## config.mk

```make
export PLATFORM = sky130hd
export DESIGN_NAME = pst_sequencer
export DESIGN_NICKNAME = d
export VERILOG_FILES = /design/src/common/pst_pkg.sv /design/src/core/pst_sequencer.sv /design/src/core/pst_timer.sv
export VERILOG_INCLUDE_DIRS = /design/src /design/src/common
export SDC_FILE = /design/constraint.sdc
export NUM_CORES = 1
export LEC_CHECK = 0
export BUFFER_PORTS_ARGS = -buffer_cell sky130_fd_sc_hd__buf_2
export CAP_MARGIN = 10
export CORE_ASPECT_RATIO = 0.75
export CORE_MARGIN = 4
export CORE_UTILIZATION = 44
export CTS_BUF_LIST = sky130_fd_sc_hd__clkbuf_4
export DETAILED_ROUTE_END_ITERATION = 8
export GPL_TIMING_DRIVEN = 1
export PLACE_DENSITY_LB_ADDON = 0.15
export SETUP_SLACK_MARGIN = 0.15
export SLEW_MARGIN = 30
export SYNTH_ARGS = -nofsm -noshare
export SYNTH_HDL_FRONTEND = slang
export SYNTH_HIERARCHICAL = 1
export SYNTH_SLANG_ARGS = --single-unit
```

## constraint.sdc

```tcl
create_clock -name clock -period 3.8 [get_ports clock]
set_clock_uncertainty 0.15 [all_clocks]
set_input_delay 1.14 -clock clock [delete_from_list [all_inputs] [get_ports clock]]
set_output_delay 1.14 -clock clock [all_outputs]
set_load 0.01 [all_outputs]
```

## src/common/pst_map.svh

```systemverilog
// Timing constants for the push-button power sequencer.
// Assumes a 100 MHz system clock and a 1 us internal timebase tick.
`ifndef PST_MAP_SVH
`define PST_MAP_SVH

// Clock and timebase
`define PST_CLK_PERIOD_NS 10
`define PST_TICK_NS       1000
`define PST_TICK_CYC      (`PST_TICK_NS / `PST_CLK_PERIOD_NS)
`define PST_TICK_W        7

// Default interval lengths, in timebase ticks (1 us each)
`define PST_SETTLE_US     30000
`define PST_INT_MIN_US    15000
`define PST_RESET_US      200000
`define PST_WINDOW_US     2000000
`define PST_EXTRA_US      1000000

`endif

```

## src/common/pst_pkg.sv

```systemverilog
// Types shared by the power sequencer and its interval timer.
// Assumes nothing beyond a SystemVerilog compiler.
package pst_pkg;

	// Interval count, wide enough for several seconds of 1 us ticks
	typedef logic [23:0] pst_cnt_t;

	// Sequencer states, one-hot
	typedef enum logic [4:0] {
		PST_STANDBY  = 5'h01,
		PST_DEBOUNCE = 5'h02,
		PST_STARTUP  = 5'h04,
		PST_RUN      = 5'h08,
		PST_SPARE    = 5'h10
	} pst_state_t;

endpackage : pst_pkg

```

## src/core/pst_sequencer.sv

```systemverilog
// Push-button power-on/off sequencer core.
// Assumes button, hold and supply inputs are asynchronous pins; straps are static.
//
// What this block does
// - Long press: both buttons past settle+pulse+extra
// - Reset option: pulse reset low for reset time
// - Power-off option: drop supply enable instead
// - Second button armed by its falling edge
// - Enable low means low-power standby
// - Standby watches only main button falling edge
// - Reference output off during standby
// - Weak pull-down on hold request during startup
// - Hold-confirm: early hold keeps power after release
// - Hold-confirm: held at window end samples hold
// - Hold-confirm: release without hold drops enable
// - Fixed window: ignore hold until window end
// - Fixed window: low hold at end drops enable
// - Hold-confirm sees both edges; fixed only falling
// - Interrupt output stays high during power-up
// - After long-press reset: fixed-window hold check
// - Power-off option forces enable low after extra
// - Supply recovering before delay keeps power
// - Supply still low after delay drops enable
// - After undervoltage off, wait for normal startup
// - Button state ignores lows shorter than settle
// - Button state low pulses last minimum pulse
// - Hold request low in operation drops enable
// - Button state separates button from undervoltage
`timescale 1ns/1ps
`include "pst_map.svh"
module pst_sequencer #(
	parameter int SETTLE_TICKS  = `PST_SETTLE_US,  // Button settle time
	parameter int INT_MIN_TICKS = `PST_INT_MIN_US, // Minimum interrupt pulse
	parameter int RESET_TICKS   = `PST_RESET_US,   // reset_pulse_time
	parameter int WINDOW_TICKS  = `PST_WINDOW_US,  // Startup window
	parameter int EXTRA_TICKS   = `PST_EXTRA_US    // long_press_extra
) (
	input  wire logic clock,              // 100 MHz system clock
	input  wire logic rst,                // Asynchronous reset, active high
	input  wire logic power_button_n,     // Main button pin, low when pressed
	input  wire logic second_button_n,    // Second button pin, low when pressed
	input  wire logic hold_request,       // Processor hold request pin
	input  wire logic supply_low,         // Supply below rise_threshold
	input  wire logic opt_hold_confirm,   // Strap: 1 hold-until-confirm, 0 fixed window
	input  wire logic opt_long_power_off, // Strap: 1 long press cuts power, 0 resets
	output logic      supply_en,          // Supply enable, active high
	output logic      reset_out_n,        // Processor reset, active low
	output logic      int_out_n,          // Interrupt, active low
	output logic      button_state_out_n, // Debounced button state, active low
	output logic      low_supply_flag_n,  // Undervoltage flag, active low
	output logic      vref_en,            // Reference output enable
	output logic      hold_pull_dn_en     // Weak pull-down on hold request
);
	import pst_pkg::*;

	localparam pst_cnt_t SETTLE_LIM = pst_cnt_t'(SETTLE_TICKS);
	localparam pst_cnt_t INTMIN_LIM = pst_cnt_t'(INT_MIN_TICKS);
	localparam pst_cnt_t RESET_LIM  = pst_cnt_t'(RESET_TICKS);
	localparam pst_cnt_t WINDOW_LIM = pst_cnt_t'(WINDOW_TICKS);
	localparam pst_cnt_t LONG_LIM   = pst_cnt_t'(SETTLE_TICKS + INT_MIN_TICKS + EXTRA_TICKS);
	localparam logic [`PST_TICK_W-1:0] TICK_LAST = `PST_TICK_W'(`PST_TICK_CYC - 1);

	// Two-flop synchronisers, one per button, hold and supply pin
	logic [3:0] pin_raw;
	logic [3:0] sync1_ff;
	logic [3:0] sync2_ff;
	assign pin_raw = {supply_low, hold_request, ~second_button_n, ~power_button_n};
	genvar gi;
	generate
		for (gi = 0; gi < 4; gi++)
		begin : g_sync
			always_ff @(posedge clock or posedge rst)
			begin
				if (rst)
				begin
					sync1_ff[gi] <= 1'b0;
					sync2_ff[gi] <= 1'b0;
				end
				else
				begin
					sync1_ff[gi] <= pin_raw[gi];
					sync2_ff[gi] <= sync1_ff[gi];
				end
			end
		end
	endgenerate

	logic main_low;
	logic sec_low;
	logic hold;
	logic uv;
	assign main_low = sync2_ff[0];
	assign sec_low  = sync2_ff[1];
	assign hold     = sync2_ff[2];
	assign uv       = sync2_ff[3];

	// Registered state
	pst_state_t                state_ff;
	pst_state_t                nxt_state;
	logic [`PST_TICK_W-1:0]    tick_cnt_ff;
	logic [`PST_TICK_W-1:0]    nxt_tick_cnt;
	logic                      main_prev_ff;
	logic                      sec_prev_ff;
	logic                      after_lp_ff;
	logic                      nxt_after_lp;
	logic                      confirm_ff;
	logic                      nxt_confirm;
	logic                      sec_arm_ff;
	logic                      nxt_sec_arm;
	logic                      bso_low_ff;
	logic                      nxt_bso_low;
	logic                      opt_valid_ff;
	logic                      opt_hold_ff;
	logic                      opt_off_ff;

	logic tick;
	logic main_fall;
	logic main_rise;
	logic sec_fall;
	logic st_debounce;
	logic st_startup;
	logic st_run;
	logic hold_cfg;
	logic dbn_done;
	logic win_done;
	logic rst_done;
	logic int_done;
	logic lp_done;
	logic uv_done;

	assign tick        = (tick_cnt_ff == TICK_LAST);
	assign main_fall   = main_low && !main_prev_ff;
	assign main_rise   = !main_low && main_prev_ff;
	assign sec_fall    = sec_low && !sec_prev_ff;
	assign st_debounce = (state_ff == PST_DEBOUNCE);
	assign st_startup  = (state_ff == PST_STARTUP);
	assign st_run      = (state_ff == PST_RUN);
	// The long-press restart always uses the fixed-window check
	assign hold_cfg    = opt_hold_ff && !after_lp_ff;

	// Interval timers on the shared 1 us timebase
	pst_timer u_dbn (.clock(clock), .rst(rst), .tick(tick), .limit(SETTLE_LIM), .done(dbn_done),
		.run(main_low && (st_debounce ? !uv : st_run)));
	pst_timer u_win (.clock(clock), .rst(rst), .tick(tick), .run(st_startup), .limit(WINDOW_LIM),
		.done(win_done));
	pst_timer u_rst (.clock(clock), .rst(rst), .tick(tick), .run(st_startup), .limit(RESET_LIM),
		.done(rst_done));
	pst_timer u_int (.clock(clock), .rst(rst), .tick(tick), .run(bso_low_ff), .limit(INTMIN_LIM),
		.done(int_done));
	pst_timer u_lp (.clock(clock), .rst(rst), .tick(tick), .limit(LONG_LIM), .done(lp_done),
		.run(st_run && main_low && sec_low && sec_arm_ff));
	pst_timer u_uv (.clock(clock), .rst(rst), .tick(tick), .run(st_run && uv), .limit(LONG_LIM),
		.done(uv_done));

	// Timebase divider, edge history and strap capture after reset release
	always_comb
	begin
		nxt_tick_cnt = tick ? '0 : tick_cnt_ff + `PST_TICK_W'(1);
	end

	always_ff @(posedge clock or posedge rst)
	begin
		if (rst)
		begin
			tick_cnt_ff  <= '0;
			main_prev_ff <= 1'b0;
			sec_prev_ff  <= 1'b0;
			opt_valid_ff <= 1'b0;
			opt_hold_ff  <= 1'b0;
			opt_off_ff   <= 1'b0;
		end
		else
		begin
			tick_cnt_ff  <= nxt_tick_cnt;
			main_prev_ff <= main_low;
			sec_prev_ff  <= sec_low;
			opt_valid_ff <= 1'b1;
			if (!opt_valid_ff)
			begin
				opt_hold_ff <= opt_hold_confirm;
				opt_off_ff  <= opt_long_power_off;
			end
		end
	end

	// Sequencer next state
	always_comb
	begin
		nxt_state    = state_ff;
		nxt_after_lp = after_lp_ff;
		nxt_confirm  = confirm_ff;
		case (state_ff)
			PST_STANDBY:
			begin
				// Only a fresh press of the main button wakes the block
				if (opt_valid_ff && main_fall)
					nxt_state = PST_DEBOUNCE;
			end
			PST_DEBOUNCE:
			begin
				if (!main_low)
					nxt_state = PST_STANDBY;
				else if (dbn_done)
				begin
					nxt_state    = PST_STARTUP;
					nxt_after_lp = 1'b0;
					nxt_confirm  = 1'b0;
				end
			end
			PST_STARTUP:
			begin
				if (hold_cfg && main_low && hold)
					nxt_confirm = 1'b1;
				// Release decides only for hold-confirm; fixed window waits
				if (hold_cfg && main_rise && !win_done)
					nxt_state = (confirm_ff || hold) ? PST_RUN : PST_STANDBY;
				else if (win_done)
					nxt_state = hold ? PST_RUN : PST_STANDBY;
			end
			PST_RUN:
			begin
				if (!hold)
					nxt_state = PST_STANDBY;
				else if (lp_done)
				begin
					nxt_state    = opt_off_ff ? PST_STANDBY : PST_STARTUP;
					nxt_after_lp = 1'b1;
					nxt_confirm  = 1'b0;
				end
				else if (uv_done)
					nxt_state = PST_STANDBY;
			end
			default:
				nxt_state = PST_STANDBY;
		endcase
	end

	// Second button arming and debounced button state
	always_comb
	begin
		// A new falling edge wins over the release that disarms
		nxt_sec_arm  = (st_run && sec_fall) ? 1'b1 : (sec_low && st_run && sec_arm_ff);
		nxt_bso_low  = bso_low_ff;
		if (!bso_low_ff && st_run && dbn_done)
			nxt_bso_low = 1'b1;
		else if (bso_low_ff && !main_low && int_done)
			nxt_bso_low = 1'b0;
	end

	always_ff @(posedge clock or posedge rst)
	begin
		if (rst)
		begin
			state_ff    <= PST_STANDBY;
			after_lp_ff <= 1'b0;
			confirm_ff  <= 1'b0;
			sec_arm_ff  <= 1'b0;
			bso_low_ff  <= 1'b0;
		end
		else
		begin
			state_ff    <= nxt_state;
			after_lp_ff <= nxt_after_lp;
			confirm_ff  <= nxt_confirm;
			sec_arm_ff  <= nxt_sec_arm;
			bso_low_ff  <= nxt_bso_low;
		end
	end

	// Outputs decode the state register, timer done and flag signals combinationally
	assign supply_en          = st_startup || st_run;
	assign vref_en            = supply_en;
	assign reset_out_n        = !(st_startup && !rst_done);
	assign hold_pull_dn_en    = st_startup || st_debounce;
	assign int_out_n          = !(st_run && (bso_low_ff || uv));
	assign button_state_out_n = !bso_low_ff;
	assign low_supply_flag_n  = !(st_run && uv);

	a_standby_quiet : assert property (@(posedge clock) disable iff (rst)
		(state_ff == PST_STANDBY) |-> !vref_en && !supply_en && reset_out_n)
		else $error("Reference or enable active in standby");

	a_startup_int_high : assert property (@(posedge clock) disable iff (rst)
		(st_startup || st_debounce) |-> int_out_n && hold_pull_dn_en)
		else $error("Interrupt low or pull-down off during power-up");

	a_reset_pulse : assert property (@(posedge clock) disable iff (rst)
		(st_run && hold && lp_done && !opt_off_ff) |=> !reset_out_n && supply_en)
		else $error("Long press did not pulse reset");

	a_long_power_off : assert property (@(posedge clock) disable iff (rst)
		(st_run && hold && lp_done && opt_off_ff) |=> !supply_en && reset_out_n)
		else $error("Long press did not cut power");

	a_hold_drop : assert property (@(posedge clock) disable iff (rst)
		(st_run && !hold) |=> !supply_en ##1 !supply_en)
		else $error("Hold request low did not drop enable");

	a_fixed_release : assert property (@(posedge clock) disable iff (rst)
		(st_startup && !hold_cfg && main_rise && !win_done) |=> st_startup)
		else $error("Fixed window reacted to button release");

	a_confirm_release : assert property (@(posedge clock) disable iff (rst)
		(st_startup && hold_cfg && main_rise && !win_done && !confirm_ff && !hold) |=> !supply_en)
		else $error("Release without hold kept power");

	a_uv_off : assert property (@(posedge clock) disable iff (rst)
		(st_run && hold && !lp_done && uv_done) |=> (state_ff == PST_STANDBY))
		else $error("Lasting undervoltage kept power");

	a_bso_min : assert property (@(posedge clock) disable iff (rst)
		$rose(button_state_out_n) |-> $past(int_done))
		else $error("Button state low pulse shorter than minimum");

	a_bso_settle : assert property (@(posedge clock) disable iff (rst)
		$fell(button_state_out_n) |-> $past(dbn_done) && $past(st_run))
		else $error("Button state fell before settle time");

endmodule : pst_sequencer

```

## src/core/pst_timer.sv

```systemverilog
// Interval timer counting timebase ticks while its qualifier is high.
// Assumes tick is a one-cycle enable from the clock domain of clock.
`timescale 1ns/1ps
module pst_timer (
	input  wire logic          clock, // System clock
	input  wire logic          rst,   // Asynchronous reset, active high
	input  wire logic          tick,  // Timebase enable pulse
	input  wire logic          run,   // Qualifier; low restarts the interval
	input  wire pst_pkg::pst_cnt_t limit, // Interval length in ticks
	output logic               done   // High while run and interval elapsed
);
	import pst_pkg::*;

	pst_cnt_t cnt_ff;
	pst_cnt_t nxt_cnt;

	// Count up while qualified, saturate at the limit, clear when dropped
	always_comb
	begin
		nxt_cnt = cnt_ff;
		if (!run)
			nxt_cnt = '0;
		else if (tick && (cnt_ff < limit))
			nxt_cnt = cnt_ff + 24'h000001;
	end

	always_ff @(posedge clock or posedge rst)
	begin
		if (rst)
			cnt_ff <= '0;
		else
			cnt_ff <= nxt_cnt;
	end

	// Saturating compare keeps done a clean level until run falls
	assign done = run && (cnt_ff >= limit);

	a_timer_restart : assert property (@(posedge clock) disable iff (rst)
		!run |=> (cnt_ff == '0) && !done)
		else $error("Interval timer did not restart when its qualifier dropped");

endmodule : pst_timer

```

**After elaboration in Yosys (flattened, before gate mapping)**

Index checks and enable logic that the tools add are counted.

- Flip-flop bits (word level): 173
- Bits of input ports: 8
- Output and inout port bits: 7
- Word-level logic and storage cells: 160

- $add $sub $neg: 7
- Order comparisons: 12
- Equality and inequality tests: 20
- Multiplexer cells: 38
- Bitwise gates (word level): 2
- Reductions and logical operators: 56

Operators by type and width:

| cell | count |
|---|---|
| $mux W24 | 12 |
| $add A24 B1 Y24 const B | 6 |
| $ge A24 B20 Y1 const B | 2 |
| $lt A24 B20 Y1 const B | 2 |
| $mux W5 | 8 |
| $logic_and A1 B1 Y1 | 35 |
| $ge A24 B14 Y1 const B | 1 |
| $ge A24 B15 Y1 const B | 1 |
| $ge A24 B18 Y1 const B | 1 |
| $ge A24 B21 Y1 const B | 1 |
| $lt A24 B14 Y1 const B | 1 |
| $lt A24 B15 Y1 const B | 1 |
| $lt A24 B18 Y1 const B | 1 |
| $lt A24 B21 Y1 const B | 1 |
| $pmux W5 S4 | 1 |
| $ne A2 B1 Y1 const B | 6 |
| $ne A2 B2 Y1 const B | 6 |
| $logic_not A1 Y1 | 11 |
| $mux W1 | 11 |
| $mux W4 | 2 |
| $add A7 B1 Y7 const B | 1 |
| $eq A7 B7 Y1 const B | 1 |
| $mux W7 | 1 |
| $reduce_and A6 Y1 | 1 |
| 16 further kinds | 21 |

**Longest topological paths before layout**

Gate-level depths: netlist (run 1).

- Depth in word-level cells: 8
- Mapped depth: 11
- Gate-level depth less buffers: 11

**Cells and area by module**

The synthesis (run 1) kept the hierarchy.

Modules (own cells, without submodules):

| module | instances | cells an instance | area an instance (µm²) | seq. area each (µm²) |
|---|---|---|---|---|
| pst_timer | 6 | 251 | 2079.5 | 600.6 |
| pst_sequencer | 1 | 106 | 1189.9 | 701.9 |

**Least setup slack after synthesis (run 1)**

Ideal clock, no wire load.

- Kind: reg-to-output
- From: register state_ff[1]
- To: output port reset_out_n
- Arrival time: 2.042 ns
- Setup slack: 0.468 ns
- Cell stages (with the launch flop): 8
- Buffers on the path: 2
- Cells stage by stage: dfrtp_1 > or4b_1 > buf_2 > inv_1 > clkbuf_1 > inv_1 > a41oi_1 > or2_2

- Cells in the longest elaborated chain, start to end: 5

RTL lines:

| item | line | RTL |
|---|---|---|
| start, declared | pst_sequencer.sv:98 | `pst_state_t state_ff;` |
| start signal, assigned | pst_sequencer.sv:262 | `state_ff <= nxt_state;` |
| $eq A5 B3 Y1 | pst_sequencer.sv:136 | `assign st_startup = (state_ff == PST_STARTUP);` |
| $logic_and A1 B1 Y1 | pst_timer.sv:36 | `assign done = run && (cnt_ff >= limit);` |
| named net rst_done | pst_sequencer.sv:126 | `logic rst_done;` |
| $logic_not A1 Y1 | pst_sequencer.sv:273 | `assign reset_out_n = !(st_startup && !rst_done);` |
| $logic_and A1 B1 Y1 | pst_sequencer.sv:273 |  |
| $logic_not A1 Y1 | pst_sequencer.sv:273 |  |
| end, declared | pst_sequencer.sv:47 | `output logic reset_out_n,` |

The timed path passes the listed nets, and every way through them passes these cells.

**Worst setup path after layout (run 1)**

- From: register u_rst.cnt_ff[13]
- To: output port reset_out_n

- Cells in the longest elaborated chain, start to end: 5

RTL lines:

| item | line | RTL |
|---|---|---|
| start, declared | pst_timer.sv:14 | `pst_cnt_t cnt_ff;` |
| start signal, assigned | pst_timer.sv:32 | `cnt_ff <= nxt_cnt;` |
| $ge A24 B18 Y1 | pst_timer.sv:36 |  |
| $logic_and A1 B1 Y1 | pst_timer.sv:36 |  |
| named net rst_done | pst_sequencer.sv:126 |  |
| $logic_not A1 Y1 | pst_sequencer.sv:273 |  |
| $logic_and A1 B1 Y1 | pst_sequencer.sv:273 |  |
| $logic_not A1 Y1 | pst_sequencer.sv:273 |  |

The timed path passes the listed nets, and every way through them passes these cells.

==> reports/qor.yml, run 1 <==
outcome: "complete, no violations"
max_freq_mhz: 272
cts_tree: "done"
netlist_instances: 1612
slew_headroom_pct: 60.3
synth_area_leaders: "dfrtp_1 (31%), ha_1 (14%), mux2i_1 (5.7%)"
groute.usage.overall_pct: 18.4
fin_crit_sh_pct: 96.8
drv_slew: 0
postCtsHoldBufs: 0
synth-async-reset-ratio_pct: 100
final_area_mm2: 0.0152
synthTopCellsByCount: "nand2_1 (206), inv_1 (184), dfrtp_1 (171), ha_1 (151), a21oi_1 (123)"
cts_sinks: 172
finalSetupViolCount: 0
timing.final.ws_setup_ns: 0.121
portBuffers: 14
clk_path_buf_depth: 2
clock_latency_ns: 0.63
maxCapViolCount: 0
drc_errors: 0
antenna_found_initial: 1
synthFlopType: "dfrtp_1"
p_leak_nw: 6.46
routedWlPerCell_um: 14.3
cts_buffers: 17
clk_pin_slew_ns: 0.15
wirelength_mm: 31.0
yosys_warnings: 6
cp-startpoint: "u_rst/cnt_ff[13]"
area_growth_pct: 10.9
grt_pass1_vias: 10400
top_layer_used: "met4"
critPathKind: "reg -> out"
place_ws_ns: 0.533
firstDrtPassIters: 5
die_area_mm2: 0.0340
wl_met1_mm: 16.5
fin_util_pct: 49.8
grt_max_degree: 55
ys_ff_latch: 172
die_w_um: 212
gp_congestion: 0.802
die_y_um: 161
ir_drop_v: 0.000176
start_kind: "register"
fin_nets: 1919
ys_seq_area_share_pct: 31.5
synth_top_area_cell: "dfrtp_1"
netlist_area_mm2: 0.0137
crit_fanout: 3
wl_met3_um: 969
ant_nets: 0
crit_path_end_kind: "output port"
core_mm2: 0.0304
synth_edf_count: 0
powerDensity_mw_per_mm2: 227
fin_crit_ns: 3.68
hp-class: "reg -> reg"
fp-row-count: 55
synth.avg_cell_area_um2: 8.48
dpl_cell_area_mm2: 0.0146
met2_length_mm: 13.2
timing.rr.start: "state_ff[1]"
grt_pass1_wl_mm: 52.0
cp.required_ns: 2.51
cts_root_buf: "clkbuf_4"
pin_count: 15
finalHoldViolCount: 0
dp_hpwl_mm: 22.0
drtIter0Drc: 777
cts_max_level: 4
synth_top_area_share_pct: 31.3
routed-via-count: 11500
min-delay-start: "sync1_ff[0]"
layout-drive-gt1-share_pct: 8.74
synth.most_common_cell: "nand2_1"
start_util_pct: 44.9
rsz0062_at_grt: "yes"
worstPathArrival_ns: 2.39
viasPerCell: 5.31
worst_slew_pin_slew_ns: 0.591
synth_cell_types: 56
gr-total-overflow: 0
==> worst max-delay path, stage by stage (launching register included) <==
cell and delay [ns]:
dfrtp_1 0.42, ha_1 0.30, nand4_1 0.18, buf_4 0.19, nor3_2 0.14, nand2_1 0.12, a41oi_2 0.20, or2_4 0.14
buf_6 0.09
==> per-layer routing <==
layer | global-route usage (%) | up-vias
met5 | 0 | -
met3 | 3.34 | 18
met1 | 28.5 | 5417
li1 | - | 5975
met4 | 3.86 | 0
met2 | 26.7 | 134
==> per-stage QoR <==
step | hold WS (ns) | total power [W] | std cells | setup TNS [ns]
2_1_floorplan | 0.181 | 0.00222 | 1755 | 0
6_report | 0.216 | 0.00345 | 2173 | 0
4_1_cts | 0.220 | 0.00351 | 2171 | 0
3_5_place_dp | 0.185 | 0.00233 | 2124 | 0
3_3_place_gp | 0.184 | 0.00232 | 2124 | 0
5_1_grt | 0.236 | 0.00366 | 2173 | -0.0461
==> timing repair <==
item / CTS / global route
setup buffers: 15 / 1
pin swaps: 7 / 2
resized for setup: 13 / 4
setup endpoints to repair: 1 / 1
==> layout make-up <==
cell class / count / area (um2)
Timing Repair Buffer: 55 / 384
Inverter: 196 / 739
Clock buffer: 17 / 128
Clock inverter: 15 / 166
Fill cell: 2918 / 15300
Tap cell: 399 / 499
Sequential cell: 172 / 4310
Multi-Input combinational cell: 1318 / 8930
Antenna cell: 1 / 2.50
==> cells in the final DEF (no fill, tap or decap), types with 18 or more instances in the layout <==
cell        n
and2_1     18
mux2i_1    78
dfrtp_1   170
inv_1     182
conb_1    145
nor4_1     71
o31ai_1    49
or4_1      54
ha_1      145
nand3_1    36
a21oi_1   123
nand4_1    61
o21ai_1    51
nand2b_1   67
buf_4      41
nand2_1   206
and3_1     25
nor2b_1    20
==> report_power, final <==
group | switching (W) | internal, W | leakage [nW]
Sequential | 0.0000271 | 0.00186 | 2.35
Combinational | 0.000264 | 0.000154 | 3.94
Clock | 0.000735 | 0.000405 | 0.162
Total | 0.00103 | 0.00242 | 6.46
==> flip-flops by register name, summed over array words and instances, names as in the netlist, 7 cells and up <==
| register | flops |
|---|---|
| u_win/cnt_ff | 24 |
| tick_cnt_ff | 7 |
| u_rst/cnt_ff | 24 |
| u_dbn/cnt_ff | 24 |
| u_uv/cnt_ff | 24 |
| u_lp/cnt_ff | 24 |
| u_int/cnt_ff | 24 |
==> worst paths after layout <==
kind	end	slack, ns	cells past startpoint
min	main_low	0.22	0
min reg2reg	main_low	0.22	0
max in group asynchronous	state_ff[0]	2.35	3
min in group asynchronous	sec_prev_ff	0.49	2
max	reset_out_n	0.12	8
max reg2reg	state_ff[0]	0.56	10
==> logic make-up (layout without fill, tap and decap cells) <==
logic type | count (synthesis) | in the layout | synth area share (%)
compound gates | 290 | 290 | 12.9
fa+ha+maj | 151 | 151 | 13.8
buf+inv | 265 | 283 | 8.14
other cells | 2 | 146 | 0.0550
xor+xnor | 5 | 5 | 0.320
mux | 81 | 81 | 5.96
simple gates | 646 | 646 | 27.3
flops | 172 | 172 | 31.5
Power figures use the tool's default switching activity.
==> run 2: changes to the inputs <==
--- a/config.mk
+++ b/config.mk
@@ -10,7 +10,7 @@
 export CAP_MARGIN = 10
 export CORE_ASPECT_RATIO = 0.75
 export CORE_MARGIN = 4
-export CORE_UTILIZATION = 44
+export CORE_UTILIZATION = 67
 export CTS_BUF_LIST = sky130_fd_sc_hd__clkbuf_4
 export DETAILED_ROUTE_END_ITERATION = 8
 export GPL_TIMING_DRIVEN = 1
==> run 2 against run 1 <==
  * Sequential power about the same
  * Sequential share of layout area increased by 0.50 points
  * Die area decreased by 33%
  * Non-clock buffer count increased by 2
  * Total power decreased by 2.3%
  * Wire length decreased by 0.33%
  * Critical endpoint unchanged
  * Largest cell class unchanged
==> reports/qor.yml, run 2 (same netlist as run 1, synthesis figures left out) <==
outcome: "complete, no violations"
cp_top_family: "compound AO/OA/AOI/OAI gates"
start_kind: "register"
crit_path_end_kind: "output port"
fin_setup_tns_ns: 0  # unchanged
hp-class: "reg -> reg"
gp_congestion: 0.869  # +8.4%
groute.usage.overall_pct: 27.0  # +8.6 points
crit_slowest_cell: "dfrtp_1"
dpl.cell_count: 1971  # -7.2%
worstRegToRegCells: 16  # +6
routed-via-count: 12100  # +4.9%
routedWlPerCell_um: 15.2  # +6.8%
start_util_pct: 69.3  # +24 points
die_w_um: 173  # -18%
pin_count: 15  # unchanged
cts_tree: "done"
worstPathArrival_ns: 2.41  # +0.02 ns
fin_crit_sh_pct: 97.4  # +0.56 points
top_layer_used: "met4"
min_path_cells: 0  # unchanged
postCtsHoldBufs: 0  # unchanged
final_cell_mix: "nand2_1 (206), inv_1 (176), dfrtp_1 (169), ha_1 (149), conb_1 (145)"
maxCapViolCount: 0  # unchanged
dp_hpwl_mm: 21.6  # -1.6%
finalHoldViolCount: 0  # unchanged
worst_slew_pin_slew_ns: 0.706  # +0.115 ns
place_ws_ns: 0.614  # +0.0806 ns
slew_headroom_pct: 52.3  # -8.0 points
gr-total-overflow: 0  # unchanged
max_stage_delay_ns: 0.40  # -0.02 ns
layout.cells.non_filler: 2028  # -6.7%
wl_met1_mm: 14.2  # -14%
cp.required_ns: 2.51  # about the same
clk_path_buf_depth: 2  # unchanged
rsz0062_at_grt: "yes"
fp-row-count: 44  # -20%
layout-drive-gt1-share_pct: 8.91  # +0.16 points
wirelength_mm: 30.9  # -0.33%
cts_root_buf: "clkbuf_4"
finalPower_w: 0.00337  # -2.3%
clock_latency_ns: 0.59  # -0.04 ns
core_mm2: 0.0197  # -35%
grt_max_degree: 55  # unchanged
drtIter0Drc: 975  # +25%
wl_met3_mm: 1.38  # +43%
cts_max_level: 4  # unchanged
dpl_cell_area_mm2: 0.0144  # -1.6%
powerDensity_mw_per_mm2: 226  # -0.55%
path_cells: "ha_1, a211oi_1, o21ai_1, a22oi_2, a41oi_2, or2_4, buf_6"
drc_errors: 0  # unchanged
die_area_mm2: 0.0228  # -33%
clk_pin_slew_ns: 0.16  # about the same
die_y_um: 132  # -18%
finalSetupViolCount: 0  # unchanged
crit_fanout: 3  # unchanged
drv_slew: 0  # unchanged
crit_cells: 7  # -1
grt_pass1_wl_mm: 53.0  # +1.9%
portBuffers: 14  # unchanged
fin_nets: 1921  # +0.10%
viasPerCell: 5.97  # +12%
cts_buffers: 17  # unchanged
grt_pass1_vias: 11200  # +7.9%
antenna_found_initial: 1  # unchanged
crit_buf_inv: 1  # -1
timing.final.ws_setup_ns: 0.0997  # -0.0212 ns
area_growth_pct: 8.98
max_freq_mhz: 270  # -0.57%
final_area_mm2: 0.0149  # -1.7%
ir_drop_v: 0.000188  # +6.7%
fin_crit_ns: 3.70  # +0.0212 ns
p_leak_nw: 6.42  # -0.59%
final_common_cell: "nand2_1"
ant_nets: 0  # unchanged
met2_length_mm: 14.8  # +12%
critPathKind: "reg -> out"
firstDrtPassIters: 5  # unchanged
cts_sinks: 172  # unchanged
-- run 2: changes by cell type in the layout (fill, tap and decap cells not counted), moves of 2 or more --
cell / previous run / this run
ha_4: 6 / 2
inv_1: 182 / 176
ha_1: 145 / 149
buf_4: 41 / 43
inv_2: 13 / 19
clkinv_4: 6 / 1
inv_6: 2 / 6
clkinvlp_4: 1 / 4
-- run 2: worst reg2reg max path: stages (launching register included) --
cell and delay [ns]:
dfrtp_1 0.45, ha_4 0.23, nor2b_1 0.12, o211ai_1 0.20, buf_4 0.15, buf_4 0.10
buf_4 0.10, buf_4 0.10, buf_4 0.09, buf_4 0.09, buf_4 0.10, buf_4 0.10
buf_4 0.09, a211o_1 0.13, nand2_2 0.34, or4_1 0.64, a21oi_1 0.20
-- run 2: worst paths after layout --
path,slack [ns],end,start
worst max register to register,0.36,u_rst/cnt_ff[12],u_rst/cnt_ff[1]
worst max-delay path,0.1,reset_out_n,u_rst/cnt_ff[15]
worst min register to register,0.22,sec_low,sync1_ff[1]
min in group asynchronous,0.54,u_dbn/cnt_ff[12],rst
max in group asynchronous,2.53,opt_hold_ff,rst
worst min-delay path,0.22,sec_low,sync1_ff[1]
-- run 2: final cells by class --
cell class	count	area, um2
well taps	253	317
clock inverters	14	134
flip-flops and latches	172	4310
repair buffers	57	399
clock buffers	17	128
inverters	196	739
multi-input cells	1318	8870
fillers	1470	4810
diodes	1	2.50
-- run 2: where the power goes --
| group | switching, W | internal (W) |
|---|---|---|
| Clock | 0.000726 | 0.000335 |
| Sequential | 0.0000278 | 0.00186 |
| Combinational | 0.000267 | 0.000152 |
-- run 2: timing repair --
item | CTS | global route
pin swaps | 11 | 6
setup buffers | 20 | 5
resized for setup | 12 | 1
setup endpoints to repair | 1 | 1
-- run 2: through the flow --
| stage | hold slack, ns | utilization (%) |
|---|---|---|
| floorplan | 0.181 | - |
| global placement | 0.185 | 72.9 |
| detailed placement | 0.189 | 72.9 |
| CTS | 0.222 | 75.4 |
| global route | 0.229 | 75.6 |
| finish | 0.221 | 75.6 |
-- run 2: layer usage --
layer,global-route usage [%],vias up
met1,37.9,5792
met4,7.40,0
li1,-,5970
met3,3.39,42
met5,0,-
met2,44.7,305
